[config.mk]
export PLATFORM = sky130hd
export DESIGN_NAME = sas_top
export DESIGN_NICKNAME = d
export VERILOG_FILES = /design/src/sas_pkg.sv /design/src/sas_top.sv
export SDC_FILE = /design/constraint.sdc
export NUM_CORES = 1
export LEC_CHECK = 0
export BUFFER_PORTS_ARGS = -buffer_cell sky130_fd_sc_hd__buf_4
export CAP_MARGIN = 10
export CORE_MARGIN = 2
export CORE_UTILIZATION = 52
export CTS_CLUSTER_DIAMETER = 50
export DETAILED_ROUTE_END_ITERATION = 10
export HOLD_SLACK_MARGIN = 0.02
export PLACE_DENSITY = 0.8
export SLEW_MARGIN = 0
export SYNTH_ARGS = -nofsm -noshare
export SYNTH_HDL_FRONTEND = slang
export SYNTH_SLANG_ARGS = --single-unit
[constraint.sdc]
create_clock -name clock -period 3 [get_ports clock]
set_clock_uncertainty 0.05 [all_clocks]
set_input_delay 0.45 -clock clock [delete_from_list [all_inputs] [get_ports clock]]
set_output_delay 0.45 -clock clock [all_outputs]
set_load 0.01 [all_outputs]
[src/sas_pkg.sv]
// constants, register map and field layouts for the SAR converter sequencer
package sas_pkg;
    // register byte offsets
    localparam logic [7:0] CTRL_OFS = 8'h00;
    localparam logic [7:0] STAT_OFS = 8'h04;
    localparam logic [7:0] DATA_OFS = 8'h08;
    localparam logic [7:0] START_OFS = 8'h0C;
    // status field positions
    localparam int STAT_BUSY = 0;
    localparam int STAT_FLAG = 1;
    localparam int STAT_PAUSE = 2;
    localparam int STAT_SENSE = 3;
    localparam int STAT_CH_LSB = 8;
    // reset values
    localparam logic [31:0] CTRL_RST = 32'h0000_0004;
    localparam logic [9:0] CONV_RST = 10'h000;
    // default timing in clock cycles and result widths in bits
    localparam int SAMPLE_CYC_DEF = 4;
    localparam int COMPARE_CYC_DEF = 3;
    localparam int RES_HI_BITS = 10;
    localparam int RES_LO_BITS = 8;
    // bus responses
    localparam logic [1:0] RESP_OKAY = 2'h0;
    localparam logic [1:0] RESP_SLVERR = 2'h2;

    typedef enum logic [1:0] {
        MODE_SINGLE = 2'h0,
        MODE_CONT = 2'h1,
        MODE_STOP = 2'h2,
        MODE_SENSE = 2'h3
    } sas_mode_t;

    typedef enum logic [4:0] {
        ST_IDLE = 5'b00001,
        ST_SAMPLE = 5'b00010,
        ST_TRIAL = 5'b00100,
        ST_FINISH = 5'b01000,
        ST_PAUSE = 5'b10000
    } sas_state_t;

    // control register layout
    typedef struct packed {
        logic [15:0] spare;
        logic [3:0] lastChannelSelect;
        logic [3:0] firstChannelSelect;
        logic [2:0] spare2;
        logic triggerSourceSelectHi;
        logic triggerSourceSelectLo;
        logic res10;
        sas_mode_t mode;
    } sas_ctrl_t;

    // analog front end controls
    typedef struct packed {
        logic sampleEn;
        logic [3:0] channel;
        logic [9:0] dacCode;
    } sas_afe_t;
endpackage : sas_pkg

[src/sas_top.sv]
// successive approximation converter sequencer with an AXI4-Lite register slave
//
// Operation
// - an n-bit result takes exactly n comparator trials, starting at half range.
// - the selected input is sampled and held before the trials start.
// - the trial voltage comes from the data register and the comparator judges it.
// - one result register exists and every finished conversion overwrites it.
// - each finished conversion sets the completion flag.
// - single mode converts first through last channel once and stops.
// - continuous mode wraps over the channel range until busy is cleared.
// - convert-and-stop mode pauses after every channel.
// - a pause ends only when the selected activation source fires or busy is cleared.
// - sense mode compares the input against the data register without converting.
// - at 10 bits the code is the input scaled by 1024 over the reference.
// - at 8 bits the code is the input scaled by 256 over the reference.
// - the result holds until the next sampling ends; only after a stop or a pause does that wait for an activation.
//
// Design decisions made here: the register offsets and the AXI4-Lite interface to the registers.
`timescale 1ns/1ps
module sas_top #(
    parameter int NUM_CH = 8,
    parameter int SAMPLE_CYC = sas_pkg::SAMPLE_CYC_DEF,
    parameter int COMPARE_CYC = sas_pkg::COMPARE_CYC_DEF
) (
    input wire logic clock, // 100 MHz
    input wire logic reset_n, // async reset
    input wire logic [7:0] s_axi_awaddr, // write address
    input wire logic s_axi_awvalid, // write address valid
    output logic s_axi_awready, // write address ready
    input wire logic [31:0] s_axi_wdata, // write data
    input wire logic [3:0] s_axi_wstrb, // byte enables
    input wire logic s_axi_wvalid, // write data valid
    output logic s_axi_wready, // write data ready
    output logic [1:0] s_axi_bresp, // write response
    output logic s_axi_bvalid, // write response valid
    input wire logic s_axi_bready, // write response ready
    input wire logic [7:0] s_axi_araddr, // read address
    input wire logic s_axi_arvalid, // read address valid
    output logic s_axi_arready, // read address ready
    output logic [31:0] s_axi_rdata, // read data
    output logic [1:0] s_axi_rresp, // read response
    output logic s_axi_rvalid, // read data valid
    input wire logic s_axi_rready, // read data ready
    input wire logic hwTrigger, // hardware activation pulse
    input wire logic compHigh, // held input above dac voltage
    output sas_pkg::sas_afe_t afe // analog front end controls
);

    generate
        if (NUM_CH < 2 || NUM_CH > 16 || SAMPLE_CYC < 2 || SAMPLE_CYC > 255
                || COMPARE_CYC < 2 || COMPARE_CYC > 255) begin : g_bad
            $error("sas_top: parameter out of range");
        end
    endgenerate

    localparam logic [7:0] SAMPLE_LD = 8'(SAMPLE_CYC - 1);
    localparam logic [7:0] COMPARE_LD = 8'(COMPARE_CYC - 1);

    function automatic logic [31:0] mergeBytes(input logic [31:0] old, input logic [31:0] nw,
            input logic [3:0] strb);
        logic [31:0] res;
        res = old;
        for (int i = 0; i < 4; i++) begin
            if (strb[i]) begin
                res[8*i +: 8] = nw[8*i +: 8];
            end
        end
        return res;
    endfunction : mergeBytes

    function automatic logic [9:0] dacOf(input logic [9:0] code, input logic res10);
        return res10 ? code : {code[7:0], 2'b00};
    endfunction : dacOf

    sas_pkg::sas_ctrl_t ctrl_r;
    sas_pkg::sas_state_t state_r;
    logic [3:0] chan_r;
    logic [3:0] bitIdx_r;
    logic [7:0] waitCnt_r;
    logic [9:0] convReg_r;
    logic busy_r;
    logic flag_r;
    logic senseHigh_r;
    logic awready_r, wready_r, bvalid_r, arready_r, rvalid_r;
    logic [1:0] bresp_r, rresp_r;
    logic [31:0] rdata_r;
    sas_pkg::sas_afe_t afe_r;

    ////////////////////////////////////////////////////////////////////////////////
    // bus slave
    logic wrTake;
    logic [7:0] wrAddr;
    logic wrMapped;
    logic rdTake;
    logic swStart;
    logic clrBusy;
    logic clrFlag;
    logic dataWr;
    logic fire;
    logic [3:0] topBit;

    assign wrTake = s_axi_awvalid && s_axi_wvalid && !awready_r && !bvalid_r;
    assign wrAddr = s_axi_awaddr;
    assign wrMapped = wrAddr[1:0] == 2'h0 && wrAddr <= sas_pkg::START_OFS;
    assign rdTake = s_axi_arvalid && !arready_r && !rvalid_r;
    assign swStart = wrTake && wrAddr == sas_pkg::START_OFS && s_axi_wstrb[0] && s_axi_wdata[0];
    assign clrBusy = wrTake && wrAddr == sas_pkg::STAT_OFS && s_axi_wstrb[0]
        && !s_axi_wdata[sas_pkg::STAT_BUSY];
    assign clrFlag = wrTake && wrAddr == sas_pkg::STAT_OFS && s_axi_wstrb[0]
        && s_axi_wdata[sas_pkg::STAT_FLAG];
    // data register only accepts writes while the sequencer is idle
    assign dataWr = wrTake && wrAddr == sas_pkg::DATA_OFS && !busy_r;
    assign topBit = ctrl_r.res10 ? 4'(sas_pkg::RES_HI_BITS - 1) : 4'(sas_pkg::RES_LO_BITS - 1);

    always_ff @(posedge clock or negedge reset_n) begin
        if (!reset_n) begin
            awready_r <= 1'b0;
            wready_r <= 1'b0;
            bvalid_r <= 1'b0;
            bresp_r <= sas_pkg::RESP_OKAY;
        end else begin
            awready_r <= wrTake;
            wready_r <= wrTake;
            if (wrTake) begin
                bresp_r <= wrMapped ? sas_pkg::RESP_OKAY : sas_pkg::RESP_SLVERR;
            end
            // response only after the address and data handshakes
            if (awready_r) begin
                bvalid_r <= 1'b1;
            end else if (s_axi_bready) begin
                bvalid_r <= 1'b0;
            end
        end
    end

    always_ff @(posedge clock or negedge reset_n) begin
        if (!reset_n) begin
            ctrl_r <= sas_pkg::CTRL_RST;
        end else if (wrTake && wrAddr == sas_pkg::CTRL_OFS) begin
            ctrl_r <= mergeBytes(ctrl_r, s_axi_wdata, s_axi_wstrb);
        end
    end

    always_ff @(posedge clock or negedge reset_n) begin
        if (!reset_n) begin
            arready_r <= 1'b0;
            rvalid_r <= 1'b0;
            rresp_r <= sas_pkg::RESP_OKAY;
            rdata_r <= 32'h0000_0000;
        end else begin
            arready_r <= rdTake;
            if (rdTake) begin
                rresp_r <= sas_pkg::RESP_OKAY;
                unique case (s_axi_araddr)
                    sas_pkg::CTRL_OFS: rdata_r <= ctrl_r;
                    sas_pkg::STAT_OFS: rdata_r <= {20'h00000, chan_r, 4'h0, senseHigh_r,
                        state_r == sas_pkg::ST_PAUSE, flag_r, busy_r};
                    sas_pkg::DATA_OFS: rdata_r <= {22'h000000, convReg_r};
                    sas_pkg::START_OFS: rdata_r <= 32'h0000_0000;
                    default: begin
                        rdata_r <= 32'h0000_0000;
                        rresp_r <= sas_pkg::RESP_SLVERR;
                    end
                endcase
            end
            // read data only after the address handshake
            if (arready_r) begin
                rvalid_r <= 1'b1;
            end else if (s_axi_rready) begin
                rvalid_r <= 1'b0;
            end
        end
    end

    ////////////////////////////////////////////////////////////////////////////////
    // sequencer

    always_comb begin
        unique case ({ctrl_r.triggerSourceSelectHi, ctrl_r.triggerSourceSelectLo})
            2'b00: fire = swStart;
            2'b01: fire = hwTrigger;
            default: fire = swStart || hwTrigger;
        endcase
    end

    always_ff @(posedge clock or negedge reset_n) begin
        if (!reset_n) begin
            state_r <= sas_pkg::ST_IDLE;
            busy_r <= 1'b0;
            chan_r <= 4'h0;
            waitCnt_r <= 8'h00;
        end else if (clrBusy) begin
            state_r <= sas_pkg::ST_IDLE;
            busy_r <= 1'b0;
        end else begin
            unique case (state_r)
                sas_pkg::ST_IDLE: begin
                    if (fire) begin
                        state_r <= sas_pkg::ST_SAMPLE;
                        busy_r <= 1'b1;
                        chan_r <= ctrl_r.firstChannelSelect;
                        waitCnt_r <= SAMPLE_LD;
                    end
                end
                sas_pkg::ST_SAMPLE: begin
                    if (waitCnt_r == 8'h00) begin
                        state_r <= sas_pkg::ST_TRIAL;
                        waitCnt_r <= COMPARE_LD;
                    end else begin
                        waitCnt_r <= waitCnt_r - 8'h01;
                    end
                end
                sas_pkg::ST_TRIAL: begin
                    if (waitCnt_r != 8'h00) begin
                        waitCnt_r <= waitCnt_r - 8'h01;
                    end else if (ctrl_r.mode == sas_pkg::MODE_SENSE || bitIdx_r == 4'h0) begin
                        state_r <= sas_pkg::ST_FINISH;
                    end else begin
                        waitCnt_r <= COMPARE_LD;
                    end
                end
                sas_pkg::ST_FINISH: begin
                    waitCnt_r <= SAMPLE_LD;
                    if (chan_r == ctrl_r.lastChannelSelect) begin
                        chan_r <= ctrl_r.firstChannelSelect;
                    end else begin
                        chan_r <= chan_r + 4'h1;
                    end
                    unique case (ctrl_r.mode)
                        sas_pkg::MODE_SINGLE: begin
                            if (chan_r == ctrl_r.lastChannelSelect) begin
                                state_r <= sas_pkg::ST_IDLE;
                                busy_r <= 1'b0;
                            end else begin
                                state_r <= sas_pkg::ST_SAMPLE;
                            end
                        end
                        sas_pkg::MODE_CONT: state_r <= sas_pkg::ST_SAMPLE;
                        sas_pkg::MODE_STOP: state_r <= sas_pkg::ST_PAUSE;
                        sas_pkg::MODE_SENSE: begin
                            state_r <= sas_pkg::ST_IDLE;
                            busy_r <= 1'b0;
                        end
                    endcase
                end
                sas_pkg::ST_PAUSE: begin
                    if (fire) begin
                        state_r <= sas_pkg::ST_SAMPLE;
                    end
                end
            endcase
        end
    end

    // successive approximation register, also the single result register
    always_ff @(posedge clock or negedge reset_n) begin
        if (!reset_n) begin
            convReg_r <= sas_pkg::CONV_RST;
            bitIdx_r <= 4'h0;
        end else if (dataWr) begin
            convReg_r <= 10'(mergeBytes({22'h000000, convReg_r}, s_axi_wdata, s_axi_wstrb));
        end else if (ctrl_r.mode != sas_pkg::MODE_SENSE && !clrBusy) begin
            if (state_r == sas_pkg::ST_SAMPLE && waitCnt_r == 8'h00) begin
                convReg_r <= 10'h001 << topBit;
                bitIdx_r <= topBit;
            end else if (state_r == sas_pkg::ST_TRIAL && waitCnt_r == 8'h00) begin
                convReg_r[bitIdx_r] <= compHigh;
                if (bitIdx_r != 4'h0) begin
                    convReg_r[bitIdx_r - 4'h1] <= 1'b1;
                    bitIdx_r <= bitIdx_r - 4'h1;
                end
            end
        end
    end

    always_ff @(posedge clock or negedge reset_n) begin
        if (!reset_n) begin
            senseHigh_r <= 1'b0;
        end else if (ctrl_r.mode == sas_pkg::MODE_SENSE && state_r == sas_pkg::ST_TRIAL
                && waitCnt_r == 8'h00) begin
            senseHigh_r <= compHigh;
        end
    end

    always_ff @(posedge clock or negedge reset_n) begin
        if (!reset_n) begin
            flag_r <= 1'b0;
        end else if (state_r == sas_pkg::ST_FINISH) begin
            flag_r <= 1'b1;
        end else if (clrFlag) begin
            flag_r <= 1'b0;
        end
    end

    always_ff @(posedge clock or negedge reset_n) begin
        if (!reset_n) begin
            afe_r <= '0;
        end else begin
            afe_r.sampleEn <= state_r == sas_pkg::ST_SAMPLE;
            afe_r.channel <= chan_r;
            afe_r.dacCode <= dacOf(convReg_r, ctrl_r.res10);
        end
    end

    assign s_axi_awready = awready_r;
    assign s_axi_wready = wready_r;
    assign s_axi_bvalid = bvalid_r;
    assign s_axi_bresp = bresp_r;
    assign s_axi_arready = arready_r;
    assign s_axi_rvalid = rvalid_r;
    assign s_axi_rresp = rresp_r;
    assign s_axi_rdata = rdata_r;
    assign afe = afe_r;

    ////////////////////////////////////////////////////////////////////////////////
    // checks
    logic [4:0] trialCnt_r;
    always_ff @(posedge clock or negedge reset_n) begin
        if (!reset_n) begin
            trialCnt_r <= 5'h00;
        end else if (state_r == sas_pkg::ST_SAMPLE) begin
            trialCnt_r <= 5'h00;
        end else if (state_r == sas_pkg::ST_TRIAL && waitCnt_r == 8'h00) begin
            trialCnt_r <= trialCnt_r + 5'h01;
        end
    end

    trial_count_a: assert property (@(posedge clock) disable iff (!reset_n)
        state_r == sas_pkg::ST_FINISH && ctrl_r.mode != sas_pkg::MODE_SENSE
        |-> trialCnt_r == (ctrl_r.res10 ? 5'h0A : 5'h08))
        else $error("wrong number of trials");

    half_range_a: assert property (@(posedge clock) disable iff (!reset_n)
        state_r == sas_pkg::ST_TRIAL && $past(state_r) == sas_pkg::ST_SAMPLE
        && ctrl_r.mode != sas_pkg::MODE_SENSE && !$past(clrBusy)
        |-> convReg_r == (10'h001 << topBit))
        else $error("first trial not at half range");

    sample_first_a: assert property (@(posedge clock) disable iff (!reset_n)
        $rose(state_r == sas_pkg::ST_TRIAL) |-> $past(state_r) == sas_pkg::ST_SAMPLE
        && $past(afe_r.sampleEn))
        else $error("trial without sampling");

    dac_settled_a: assert property (@(posedge clock) disable iff (!reset_n)
        state_r == sas_pkg::ST_TRIAL && waitCnt_r == 8'h00
        |-> afe_r.dacCode == dacOf(convReg_r, ctrl_r.res10))
        else $error("dac not settled at decision");

    flag_set_a: assert property (@(posedge clock) disable iff (!reset_n)
        state_r == sas_pkg::ST_FINISH |=> flag_r)
        else $error("flag not set on completion");

    single_stop_a: assert property (@(posedge clock) disable iff (!reset_n)
        state_r == sas_pkg::ST_FINISH && ctrl_r.mode == sas_pkg::MODE_SINGLE && !clrBusy
        && chan_r == ctrl_r.lastChannelSelect |=> state_r == sas_pkg::ST_IDLE && !busy_r)
        else $error("single mode did not stop");

    cont_wrap_a: assert property (@(posedge clock) disable iff (!reset_n)
        state_r == sas_pkg::ST_FINISH && ctrl_r.mode == sas_pkg::MODE_CONT && !clrBusy
        && chan_r == ctrl_r.lastChannelSelect
        |=> state_r == sas_pkg::ST_SAMPLE && chan_r == $past(ctrl_r.firstChannelSelect))
        else $error("continuous mode did not wrap");

    stop_pause_a: assert property (@(posedge clock) disable iff (!reset_n)
        state_r == sas_pkg::ST_FINISH && ctrl_r.mode == sas_pkg::MODE_STOP && !clrBusy
        |=> state_r == sas_pkg::ST_PAUSE)
        else $error("convert-and-stop did not pause");

    pause_hold_a: assert property (@(posedge clock) disable iff (!reset_n)
        state_r == sas_pkg::ST_PAUSE && !fire && !clrBusy |=> state_r == sas_pkg::ST_PAUSE)
        else $error("pause left without activation");

    sense_keep_a: assert property (@(posedge clock) disable iff (!reset_n)
        state_r == sas_pkg::ST_TRIAL && ctrl_r.mode == sas_pkg::MODE_SENSE
        |=> $stable(convReg_r))
        else $error("sense mode altered data register");

    result_hold_a: assert property (@(posedge clock) disable iff (!reset_n)
        state_r == sas_pkg::ST_IDLE && !dataWr |=> $stable(convReg_r))
        else $error("result changed while idle");

endmodule : sas_top

Word-level counts from Yosys, hierarchy flattened:

Index checks and enable logic that the tools add are counted.

* $add $sub $neg: 3
* multiply operators: 0
* divide/modulo/power cells: 0
* magnitude comparators: 5
* eq/ne operators: 28
* shift-type cells: 1
* multiplexer cells: 48
* bitwise operators: 3
* reductions and logical operators: 64

Operators with widths (number)
* $pmux 32 s3: 1
* $mux 10: 6
* $mux 8: 5
* $pmux 5 s4: 2
* $eq 8x4->1 const B: 4
* $pmux 8 s4: 1
* $mux 5: 5
* $logic_not 8->1: 3
* $mux 4: 6
* $logic_and 1x1->1: 23
* $eq 8x3->1 const B: 2
* $reduce_and 4->1: 4
* $reduce_bool 2->1: 7
* $ne 3x3->1 const B: 4
* $mux 1: 11
* $bwmux 10: 1
* $lt 4x5->1 const B: 2
* $or 10x10->10: 1
* $shl 1x4->10 const A: 1
* $reduce_and 3->1: 3
* $demux 1 s4: 2
* $ge 4x1->1 const B: 2
* $le 8x4->1 const B: 1
* $mux 2: 4
* other kinds (29): 51

* flip-flop bits (word level): 121
* latch bits: 0
* bits in writable memories: 0
* ROM bits: 0
* bits of input ports: 61
* output and inout bits: 56
* word-level logic and storage cells: 180
* memories: 0

Longest topological paths before layout:

Gate-level depths: netlist of the first run.

* word-level depth: 11
* depth in mapped cells: 9
* mapped depth without buffers: 8

Least setup slack after synthesis of the first run:

Ideal clock, no wire load.

* path kind: register to register
* start: reg waitCnt_r[0]
* end: reg bitIdx_r[3]
* arrival: 2005 ps
* data required time: 2873 ps
* slack: 868 ps
* cell stages (with the launch flop): 10
* buffers on the path: 1
* cells stage by stage: dfrtp_1 inv_1 ha_1 or3b_1 nor3b_2 and2_1 buf_4 nor2_1 a21o_1 a21oi_1

* word-level cells in the longest chain between the ends: 4
* elaborated cells between the ends (all ways): 7
* those cells by class: mux (1); reduce/logical (6)

RTL lines
* start, declared: RTL line sas_top.sv:79 `logic [7:0] waitCnt_r;`
* start signal, assigned: RTL line sas_top.sv:210 `waitCnt_r <= waitCnt_r - 8'h01;`
* start signal, assigned: RTL line sas_top.sv:215 `waitCnt_r <= waitCnt_r - 8'h01;`
* $logic_not 8->1 (*)
* $logic_and 1x1->1 (on tied branches)
* $reduce_bool 2->1 (no source line)
* $reduce_and 4->1 (no source line)
* end signal, assigned: RTL line sas_top.sv:265 `bitIdx_r <= topBit;`
* end signal, assigned: RTL line sas_top.sv:270 `bitIdx_r <= bitIdx_r - 4'h1;`
* end, declared: RTL line sas_top.sv:78 `logic [3:0] bitIdx_r;`

Every way passes the cells marked *; elsewhere a longest branch is shown, timed or not.
A chain may end at the register's enable or synchronous reset.

Worst setup path after layout of the first run:

* start: reg waitCnt_r[0]
* end: reg convReg_r[4]

* word-level cells in the longest chain between the ends: 5
* elaborated cells between the ends (all ways): 8
* those cells by class: mux (3); reduce/logical (5)

RTL lines
* $logic_not 8->1 (*)
* $logic_and 1x1->1: RTL line sas_top.sv:263 `if (state_r == sas_pkg::ST_SAMPLE && waitCnt_r == 8'h00) begin`
* $mux 10: RTL line sas_top.sv:263
* $mux 10: RTL line sas_top.sv:262 `end else if (ctrl_r.mode != sas_pkg::MODE_SENSE && !clrBusy) begin`
* $mux 10: RTL line sas_top.sv:260 `end else if (dataWr) begin`
* end signal, assigned: RTL line sas_top.sv:261 `convReg_r <= 10'(mergeBytes({22'h000000, convReg_r}, s_axi_wdata, s_axi_wstrb));`
* end signal, assigned: RTL line sas_top.sv:264 `convReg_r <= 10'h001 << topBit;`
* end signal, assigned by index: RTL line sas_top.sv:267 `convReg_r[bitIdx_r] <= compHigh;`
* end, declared: RTL line sas_top.sv:80 `logic [9:0] convReg_r;`

Every way passes the cells marked *; elsewhere a longest branch is shown, timed or not. The select of a mux whose other input is x is not followed.

==> flow_metrics.env, run 1 <==
export IMPL_core_area_um2=10800
export IMPL_drive_gt1_share_pct=31.5
export IMPL_p_leak_uw=0.00360
export IMPL_finalCritPeriodShare_pct=85.4
export IMPL_synth_edff_count=0
export IMPL_syn_area_um2=5760
export IMPL_power_density_nw_per_um2=667
export IMPL_yosysSeqAreaShare_pct=51.7
export IMPL_clock_tree_root_cell="clkbuf_8"
export IMPL_fmax_ghz=0.390
export IMPL_critPathArrivalTime_ns=2.88
export IMPL_hold_violations=0
export IMPL_worstHoldPathCells=2
export IMPL_grt_pass1_vias=4714
export IMPL_gp_congestion=0.921
export IMPL_tightest_slew_ns=0.749
export IMPL_first_pass_iters=5
export IMPL_yosysUniqueCellTypes=64
export IMPL_finalSetupViolations=0
export IMPL_die_w_um=109
export IMPL_final_cells=814
export IMPL_antenna_found_initial=0
export IMPL_irDropWorstVdd_v=0.000419
export IMPL_ant_nets=0
export IMPL_crit_path_end_kind="register"
export IMPL_synthArstFlopShare_pct=100
export IMPL_cts_tree="built"
export IMPL_dr_total_vias=4823
export IMPL_wl_per_cell_um=18.0
export IMPL_path_max_fanout=8
export IMPL_syn_instance_count=548
export IMPL_placed_cells=781
export IMPL_max_slew_margin_pct=50.0
export IMPL_cts_buffers=17
export IMPL_clk_latency_ns=0.51
export IMPL_rows=38
export IMPL_cts_resized=0
export IMPL_cp_data_required_time_ns=3.32
export IMPL_dp_hpwl_um=10500
export IMPL_area_delta_synth_final_pct=27.0
export IMPL_io_pins=117
export IMPL_ys_ff_latch=119
export IMPL_num_fill_cells=813
export IMPL_die_y_um=109
export IMPL_hp_class="in -> reg"
export IMPL_routed_wl_um=14600
export IMPL_grt_overflow_total=0
export IMPL_start_kind="register"
export IMPL_whs_ns=0.120
export IMPL_crit_type="reg -> reg"
export IMPL_grt_usage_pct=25.6
export IMPL_synth_avg_cell_area_um2=10.5
export IMPL_grt_pass1_wl_um=23400
export IMPL_n_antenna_cell=0
export IMPL_setup_tns_ns=0
export IMPL_cap_violations=0
export IMPL_cts_buffer_depth=2
export IMPL_start_util_pct=53.2
export IMPL_grt_max_degree=58
export IMPL_drv_slew=0
export IMPL_status="completed"
export IMPL_die_area_um2=11900
export IMPL_drt_iter0_drc=346
export IMPL_yosysWarnings=0
export IMPL_clk_pin_slew_ns=0.06
export IMPL_final_min_clock_period_ns=2.56
export IMPL_reg2reg_depth=8
export IMPL_viasPerCell=5.93
export IMPL_fin_nets=731
export IMPL_io_buffers=114
export IMPL_clkSinkCount=119
export IMPL_rsz0062_at_grt="no"
export IMPL_synth_top_flop_cell="dfrtp_1"
export IMPL_route_detailed_drc=0
export IMPL_cts_htree_levels=4
[registers in the layout (all words and copies together) (netlist names), 4 cells and up]
register and cells:
waitCnt_r 8, chan_r 4, bitIdx_r 4, s_axi_rdata 32, convReg_r 10, ctrl_r 32, afe 15, state_r 5
[cells in the mapped netlist, drive strengths merged, types with 3 or more instances]
| cell type | count | area share [%] |
|---|---|---|
| a22o | 21 | 3.2 |
| mux2 | 41 | 8.0 |
| nor3b | 4 | 0.61 |
| mux2i | 18 | 3.1 |
| ha | 9 | 2.0 |
| inv | 15 | 0.98 |
| nor2b | 7 | 0.76 |
| dfrtp | 117 | 51 |
| nand2 | 53 | 3.5 |
| nor2 | 49 | 3.2 |
| o31ai | 6 | 0.78 |
| xnor2 | 6 | 0.91 |
| clkbuf | 18 | 1.2 |
| o21ai | 47 | 4.1 |
| or2 | 3 | 0.33 |
| nand4 | 5 | 0.80 |
| and2 | 3 | 0.33 |
| a21oi | 32 | 2.8 |
| nand3 | 13 | 1.2 |
| a21o | 5 | 0.65 |
| a22oi | 3 | 0.39 |
| nor3 | 10 | 0.96 |
| nand2b | 4 | 0.43 |
| and3 | 5 | 0.54 |
| nor4 | 6 | 1.1 |
| or3b | 4 | 0.61 |
| a31oi | 3 | 0.33 |
| buf | 10 | 1.2 |
[cell type report]
type | instances | area, µm² | area share, %
Sequential cell | 119 | 2980 | 40.7
Clock buffer | 17 | 414 | 5.66
Timing Repair Buffer | 121 | 923 | 12.6
Tap cell | 140 | 175 | 2.39
Inverter | 15 | 56.3 | 0.769
Multi-Input combinational cell | 387 | 2600 | 35.5
Clock inverter | 15 | 171 | 2.34
[critical path: stages, from the launching register on]
cell and delay, ns:
dfrtp_1 0.41, inv_1 0.09, ha_1 0.20, or3b_1 0.40
nor3b_2 0.44, and2_1 0.40, nor2_1 0.17, a22oi_1 0.18
a21oi_1 0.09
[path summary, 6_finish.rpt]
path                                   endpoint  slack [ns]       startpoint
worst min register to register     s_axi_rvalid        0.43    s_axi_arready
min in group asynchronous       s_axi_rdata[29]        0.50          reset_n
worst max-delay path               convReg_r[4]        0.44     waitCnt_r[0]
max in group asynchronous            state_r[0]        1.57          reset_n
worst min-delay path                 ctrl_r[22]        0.12  s_axi_wdata[22]
worst max register to register     convReg_r[4]        0.44     waitCnt_r[0]
[placed cells by master (no fill, tap or decap), types with 12 or more instances in the layout]
cell type and count:
a21oi_1 31, a22o_1 21, buf_4 119, clkbuf_16 16
dfrtp_1 117, inv_1 12, mux2_2 41, mux2i_1 18
nand2_1 53, nand3_1 12, nor2_1 49, o21ai_0 26
o21ai_1 20
[metal layers]
| layer | track usage [%] | vias up | routed length, µm |
|---|---|---|---|
| met2 | 44.1 | 216 | 7300 |
| met5 | 0 | - | 0 |
| li1 | - | 2204 | - |
| met1 | 32.3 | 2380 | 6070 |
| met4 | 7.87 | 0 | 211 |
| met3 | 5.92 | 23 | 1060 |
[through the flow]
stage	power (µW)	area [µm²]	util, %	setup WS [ns]
floorplan	2550	5770	-	0.868
global placement	2870	6730	62.0	0.501
detailed placement	2920	6730	62.0	0.355
CTS	4890	7320	67.5	0.464
global route	5120	7320	67.5	0.243
finish	4880	7320	67.5	0.437
[power breakdown]
part | internal, µW | total (µW) | switching [µW]
clock network | 1200 | 1980 | 775
registers | 1770 | 1960 | 189
logic | 410 | 946 | 535
[cells by family after synthesis]
family          Yosys count  share of synthesized area [%]
compound gates          134                           14.8
xor+xnor                  7                           1.06
fa+ha+maj                 9                           1.95
buf+inv                  43                           3.34
flops                   119                           51.7
mux                      59                           11.1
other cells               1                         0.0651
simple gates            176                           16.0
[repair_timing]
action / CTS / global route
hold endpoints to repair: 54 / 0
hold buffers: 1 / 0
buffers inserted: 0 / 0
Power figures use the tool's default switching activity.
==> run 2, diff against run 1 <==
==> constraint.sdc (replaced) <==
create_clock -name clock -period 3.2 [get_ports clock]
set_clock_uncertainty 0.05 [all_clocks]
set_input_delay 0.48 -clock clock [delete_from_list [all_inputs] [get_ports clock]]
set_output_delay 0.48 -clock clock [all_outputs]
set_load 0.01 [all_outputs]
==> run 2 against run 1 <==
- the run now ends with negative hold slack left
- largest cell class unchanged
- critical endpoint is now waitCnt_r[4]
- worst setup slack better by 0.074 ns
- first-iteration DRC count grew 5.8%
- power is 1.5% lower
- highest routed layer unchanged
==> flow_metrics.env, run 2 (synthesis gave the netlist of run 1 again) <==
export IMPL_status="complete, but fails checks"
export IMPL_violations="negative hold slack"
export IMPL_start_util_pct=53.2
export IMPL_drt_iter0_drc=366
export IMPL_wl_per_cell_um=18.4
export IMPL_postLayoutCellArea_um2=7350
export IMPL_rsz0062_at_grt="no"
export IMPL_clk_latency_ns=0.52
export IMPL_grt_pass1_wl_um=23200
export IMPL_max_slew_margin_pct=53.7
export IMPL_core_area_um2=10800
export IMPL_final_min_clock_period_ns=2.69
export IMPL_hold_violations=2
export IMPL_die_area_um2=11900
export IMPL_dp_hpwl_um=10400
export IMPL_grt_usage_pct=25.6
export IMPL_finalSetupViolations=0
export IMPL_final_common_cell="dfrtp_1"
export IMPL_placed_cells=778
export IMPL_path_cells="inv_1 > ha_1 > or3b_2 > nand2_1 > a31oi_1 > nand4_1 > or2_1 > o31ai_1"
export IMPL_cts_htree_levels=4
export IMPL_gp_congestion=0.946
export IMPL_clock_tree_root_cell="clkbuf_8"
export IMPL_cts_tree="built"
export IMPL_num_fill_cells=791
export IMPL_fmax_ghz=0.372
export IMPL_io_buffers=114
export IMPL_fin_nets=727
export IMPL_clkSinkCount=119
export IMPL_area_delta_synth_final_pct=27.4
export IMPL_die_w_um=109
export IMPL_cts_buffers=17
export IMPL_cpLargestDelayFamily="simple AND/OR/NAND/NOR gates"
export IMPL_viasPerCell=5.85
export IMPL_grt_overflow_total=0
export IMPL_power_density_nw_per_um2=655
export IMPL_grt_max_degree=120
export IMPL_crit_type="reg -> reg"
export IMPL_ctsHoldBuffers=0
export IMPL_use_met3_pct=5.38
export IMPL_power_uw=4810
export IMPL_path_max_fanout=12
export IMPL_slowest_stage="dfrtp_1"
export IMPL_cpPeakStageDelay_ns=0.49
export IMPL_final_cell_mix="dfrtp_1, buf_4, nand2_1"
export IMPL_cp_data_required_time_ns=3.58
export IMPL_tightest_slew_ns=0.686
export IMPL_whs_ns=-0.00521
export IMPL_cts_buffer_depth=2
export IMPL_drive_gt1_share_pct=31.0
export IMPL_grtUsageMet1_pct=31.6
export IMPL_cts_resized=0
export IMPL_dr_total_vias=4742
export IMPL_io_pins=117
export IMPL_grt_pass1_vias=4610
export IMPL_cap_violations=0
export IMPL_n_antenna_cell=0
export IMPL_postCtsSetupBuffers=0
export IMPL_crit_path_end_kind="register"
export IMPL_irDropWorstVdd_v=0.000375
export IMPL_drv_slew=0
export IMPL_met2_usage_pct=44.1
export IMPL_die_y_um=109
export IMPL_antenna_found_initial=0
export IMPL_dpl_cell_area_um2=6700
export IMPL_p_leak_uw=0.00361
export IMPL_rows=38
export IMPL_critPathArrivalTime_ns=3.07
export IMPL_routed_wl_um=14900
export IMPL_route_detailed_drc=0
export IMPL_start_kind="register"
export IMPL_setup_tns_ns=0
export IMPL_ant_nets=0
export IMPL_hp_class="in -> async"
export IMPL_clk_pin_slew_ns=0.06
export IMPL_path_buf_inv=1
export IMPL_final_cells=810
export IMPL_first_pass_iters=5
export IMPL_finalCritPeriodShare_pct=84.1
export IMPL_busiest_layer="met2"
-- run 2: cell types whose count changed in the layout (fill, tap and decap cells not counted), moves of 2 or more --
| cell | before | now |
|---|---|---|
| clkinv_4 | 5 | 1 |
| buf_4 | 119 | 116 |
| bufinv_16 | 2 | 5 |
| inv_8 | 2 | 0 |
| clkbuf_8 | 1 | 3 |
| clkinv_2 | 1 | 3 |
-- run 2: cell type report --
class / instances / area, µm² / share of cell area [%]
clock buffer: 20 / 445 / 6.06
clock inverter: 12 / 198 / 2.69
inverter: 15 / 56.3 / 0.766
multi-input combinational: 387 / 2600 / 35.4
sequential: 119 / 2980 / 40.6
tap: 140 / 175 / 2.38
timing repair buffer: 117 / 891 / 12.1
-- run 2: worst reg2reg max path: cells and delay by family, from the launching register on --
kind	cells	cell delay, ns
simple gates	4	1.17
compound gates	2	0.40
fa+ha+maj	1	0.35
flops	1	0.49
buf+inv	1	0.13
-- run 2: routing by layer --
metal / up-vias / part of all wire [%]
met5: - / 0
met2: 212 / 50
met3: 34 / 7.0
met4: 0 / 2.0
li1: 2189 / -
met1: 2307 / 41
-- run 2: final timing paths --
path | start | endpoint | slack (ns) | cells past startpoint
worst max-delay path | bitIdx_r[0] | waitCnt_r[4] | 0.51 | 8
worst min-delay path | reset_n | s_axi_rdata[17] | -0.005 | 2
worst max register to register | bitIdx_r[0] | waitCnt_r[4] | 0.51 | 8
worst min register to register | s_axi_arready | s_axi_rvalid | 0.43 | 1
max in group asynchronous | reset_n | s_axi_rvalid | 2.65 | 2
min in group clock | s_axi_wdata[23] | ctrl_r[23] | 0.14 | 2
-- run 2: through the flow --
stage	hold WS (ns)	utilization, %	setup WS (ns)
3_3_place_gp	0.409	61.8	0.673
5_1_grt	0.0535	67.8	0.285
6_report	-0.00521	67.8	0.510
3_5_place_dp	0.411	61.8	0.496
4_1_cts	0.0228	67.8	0.503
2_1_floorplan	0.134	-	1.06
-- run 2: power breakdown --
part           leakage, µW  switching (µW)  internal [µW]
clock network     0.000311             675           1380
logic              0.00170             526            383
registers          0.00160             178           1660
==> run 3, diff against run 2 <==
--- a/config.mk
+++ b/config.mk
@@ -8,11 +8,11 @@
 export BUFFER_PORTS_ARGS = -buffer_cell sky130_fd_sc_hd__buf_4
 export CAP_MARGIN = 10
 export CORE_MARGIN = 2
-export CORE_UTILIZATION = 52
+export CORE_UTILIZATION = 50
 export CTS_CLUSTER_DIAMETER = 50
 export DETAILED_ROUTE_END_ITERATION = 10
 export HOLD_SLACK_MARGIN = 0.02
-export PLACE_DENSITY = 0.8
+export PLACE_DENSITY = 0.81
 export SLEW_MARGIN = 0
 export SYNTH_ARGS = -nofsm -noshare
 export SYNTH_HDL_FRONTEND = slang
==> constraint.sdc (replaced) <==
create_clock -name clock -period 2.35 [get_ports clock]
set_clock_uncertainty 0.05 [all_clocks]
set_input_delay 0.3525 -clock clock [delete_from_list [all_inputs] [get_ports clock]]
set_output_delay 0.3525 -clock clock [all_outputs]
set_load 0.01 [all_outputs]
==> run 3 against run 2 <==
- the flow now finishes without violations
- clock-buffer cell count down 2
- worst hold slack better by 0.13 ns
- first-iteration DRC count up 2.2%
- clock power up 33%
- sequential share of layout area down 0.93 points
- combinational power up 47%
- final area up 2.3%
- routed wire length up 5.8%
- critical path type unchanged
- critical endpoint is now waitCnt_r[7]
- largest cell class unchanged
==> flow_metrics.env, run 3 (synthesis gave the netlist of run 1 again) <==
export IMPL_status="completed"
export IMPL_path_cells="inv_1 > ha_1 > or3b_1 > nor3b_2 > buf_4 > a31oi_1 > nand4_1 > buf_4 > o21ai_1 > o31ai_1"
export IMPL_p_leak_uw=0.00371
export IMPL_cpPeakStageDelay_ns=0.40
export IMPL_grt_pass1_vias=4882
export IMPL_crit_type="reg -> reg"
export IMPL_clk_latency_ns=0.42
export IMPL_ant_nets=0
export IMPL_die_w_um=111
export IMPL_final_min_clock_period_ns=2.24
export IMPL_combPwrFrac_pct=20.4
export IMPL_placed_cells=801
export IMPL_fin_nets=748
export IMPL_final_cells=834
export IMPL_route_detailed_drc=0
export IMPL_grt_overflow_total=0
export IMPL_fmax_ghz=0.447
export IMPL_power_switching_uw=1930
export IMPL_cap_violations=0
export IMPL_clkSinkCount=119
export IMPL_crit_path_end_kind="register"
export IMPL_irDropWorstVdd_v=0.000664
export IMPL_multi_input_area_um2=2610
export IMPL_routed_wl_um=15800
export IMPL_start_kind="register"
export IMPL_wl_per_cell_um=18.9
export IMPL_power_density_nw_per_um2=878
export IMPL_rows=39
export IMPL_rsz0062_at_grt="yes"
export IMPL_finalCritPeriodShare_pct=95.2
export IMPL_p_seq_share_pct=38.0
export IMPL_first_pass_iters=5
export IMPL_hp_class="in -> reg"
export IMPL_hold_violations=0
export IMPL_io_buffers=114
export IMPL_final_common_cell="buf_4"
export IMPL_post_route_util_pct=66.4
export IMPL_viasPerCell=5.83
export IMPL_whs_ns=0.128
export IMPL_dp_hpwl_um=11100
export IMPL_finalSetupViolations=0
export IMPL_gp_congestion=0.861
export IMPL_area_delta_synth_final_pct=30.4
export IMPL_core_area_um2=11300
export IMPL_drt_iter0_drc=374
export IMPL_ff_latch_area_um2=2980
export IMPL_n_antenna_cell=0
export IMPL_clk_pin_slew_ns=0.06
export IMPL_switching_share_pct=29.2
export IMPL_start_util_pct=50.9
export IMPL_p_int_uw=4670
export IMPL_antenna_found_initial=0
export IMPL_tightest_slew_ns=0.591
export IMPL_die_area_um2=12400
export IMPL_slowest_stage="dfrtp_1"
export IMPL_path_buf_inv=3
export IMPL_grt_max_degree=43
export IMPL_path_max_fanout=10
export IMPL_clkPwrFrac_pct=41.6
export IMPL_critPathMostFrequentCell="buf_4"
export IMPL_grt_usage_pct=25.8
export IMPL_critPathArrivalTime_ns=2.49
export IMPL_cts_tree="built"
export IMPL_dr_total_vias=4866
export IMPL_cpLargestDelayFamily="simple AND/OR/NAND/NOR gates"
export IMPL_cts_htree_levels=4
export IMPL_max_slew_margin_pct=60.5
export IMPL_drv_slew=0
export IMPL_cts_buffer_depth=2
export IMPL_die_y_um=111
export IMPL_drive_gt1_share_pct=33.6
export IMPL_final_cell_mix="buf_4, dfrtp_1, nand2_1"
export IMPL_cts_buffers=17
export IMPL_power_uw=6600
export IMPL_num_fill_cells=844
export IMPL_clock_tree_root_cell="clkbuf_16"
export IMPL_io_pins=117
export IMPL_cp_data_required_time_ns=2.60
export IMPL_grt_pass1_wl_um=25200
[run 3: repair_timing]
item	CTS	global route
buffers inserted	0	0
hold buffers	1	0
setup endpoints to repair	0	4
resized for setup	0	4
hold endpoints to repair	38	0
[run 3: final cells by class]
cell class                 count  share of cell area (%)
sequential                   119                    39.6
multi-input combinational    387                    34.7
timing repair buffer         138                    14.1
clock buffer                  18                    5.71
clock inverter                14                    2.65
tap                          143                    2.38
inverter                      15                   0.749
[run 3: stage by stage]
stage | TNS, ns | area, µm² | worst slack (ns)
4_1_cts | 0 | 7510 | 0.0826
2_1_floorplan | 0 | 5770 | 0.218
3_3_place_gp | 0 | 6870 | 0.154
6_report | 0 | 7520 | 0.113
5_1_grt | -0.00753 | 7520 | -0.00544
3_5_place_dp | 0 | 6870 | 0.0891
[run 3: final timing paths]
path	startpoint	endpoint	slack, ns	cells after the start
max	waitCnt_r[0]	waitCnt_r[7]	0.11	10
min	s_axi_wdata[31]	ctrl_r[31]	0.13	2
max reg2reg	waitCnt_r[0]	waitCnt_r[7]	0.11	10
min reg2reg	chan_r[3]	afe[13]	0.43	0
max in group asynchronous	reset_n	waitCnt_r[7]	1.17	3
min in group asynchronous	reset_n	afe[11]	0.43	2
[run 3: power groups by stage]
stage | logic [µW] | clock network [µW] | registers, µW
floorplan | 784 | 0 | 2470
global placement | 1260 | 0 | 2520
detailed placement | 1310 | 0 | 2530
CTS | 1320 | 2760 | 2500
global route | 1480 | 2860 | 2540
finish | 1340 | 2750 | 2510
[run 3: per-layer routing]
layer | wire length (µm) | vias to the layer above | part of all wire [%] | GRT usage (%)
li1 | - | 2231 | - | -
met1 | 6670 | 2403 | 42 | 32.2
met2 | 7820 | 203 | 50 | 43.8
met3 | 874 | 29 | 5.5 | 6.70
met4 | 393 | 0 | 2.5 | 9.38
met5 | 0 | - | 0 | 0
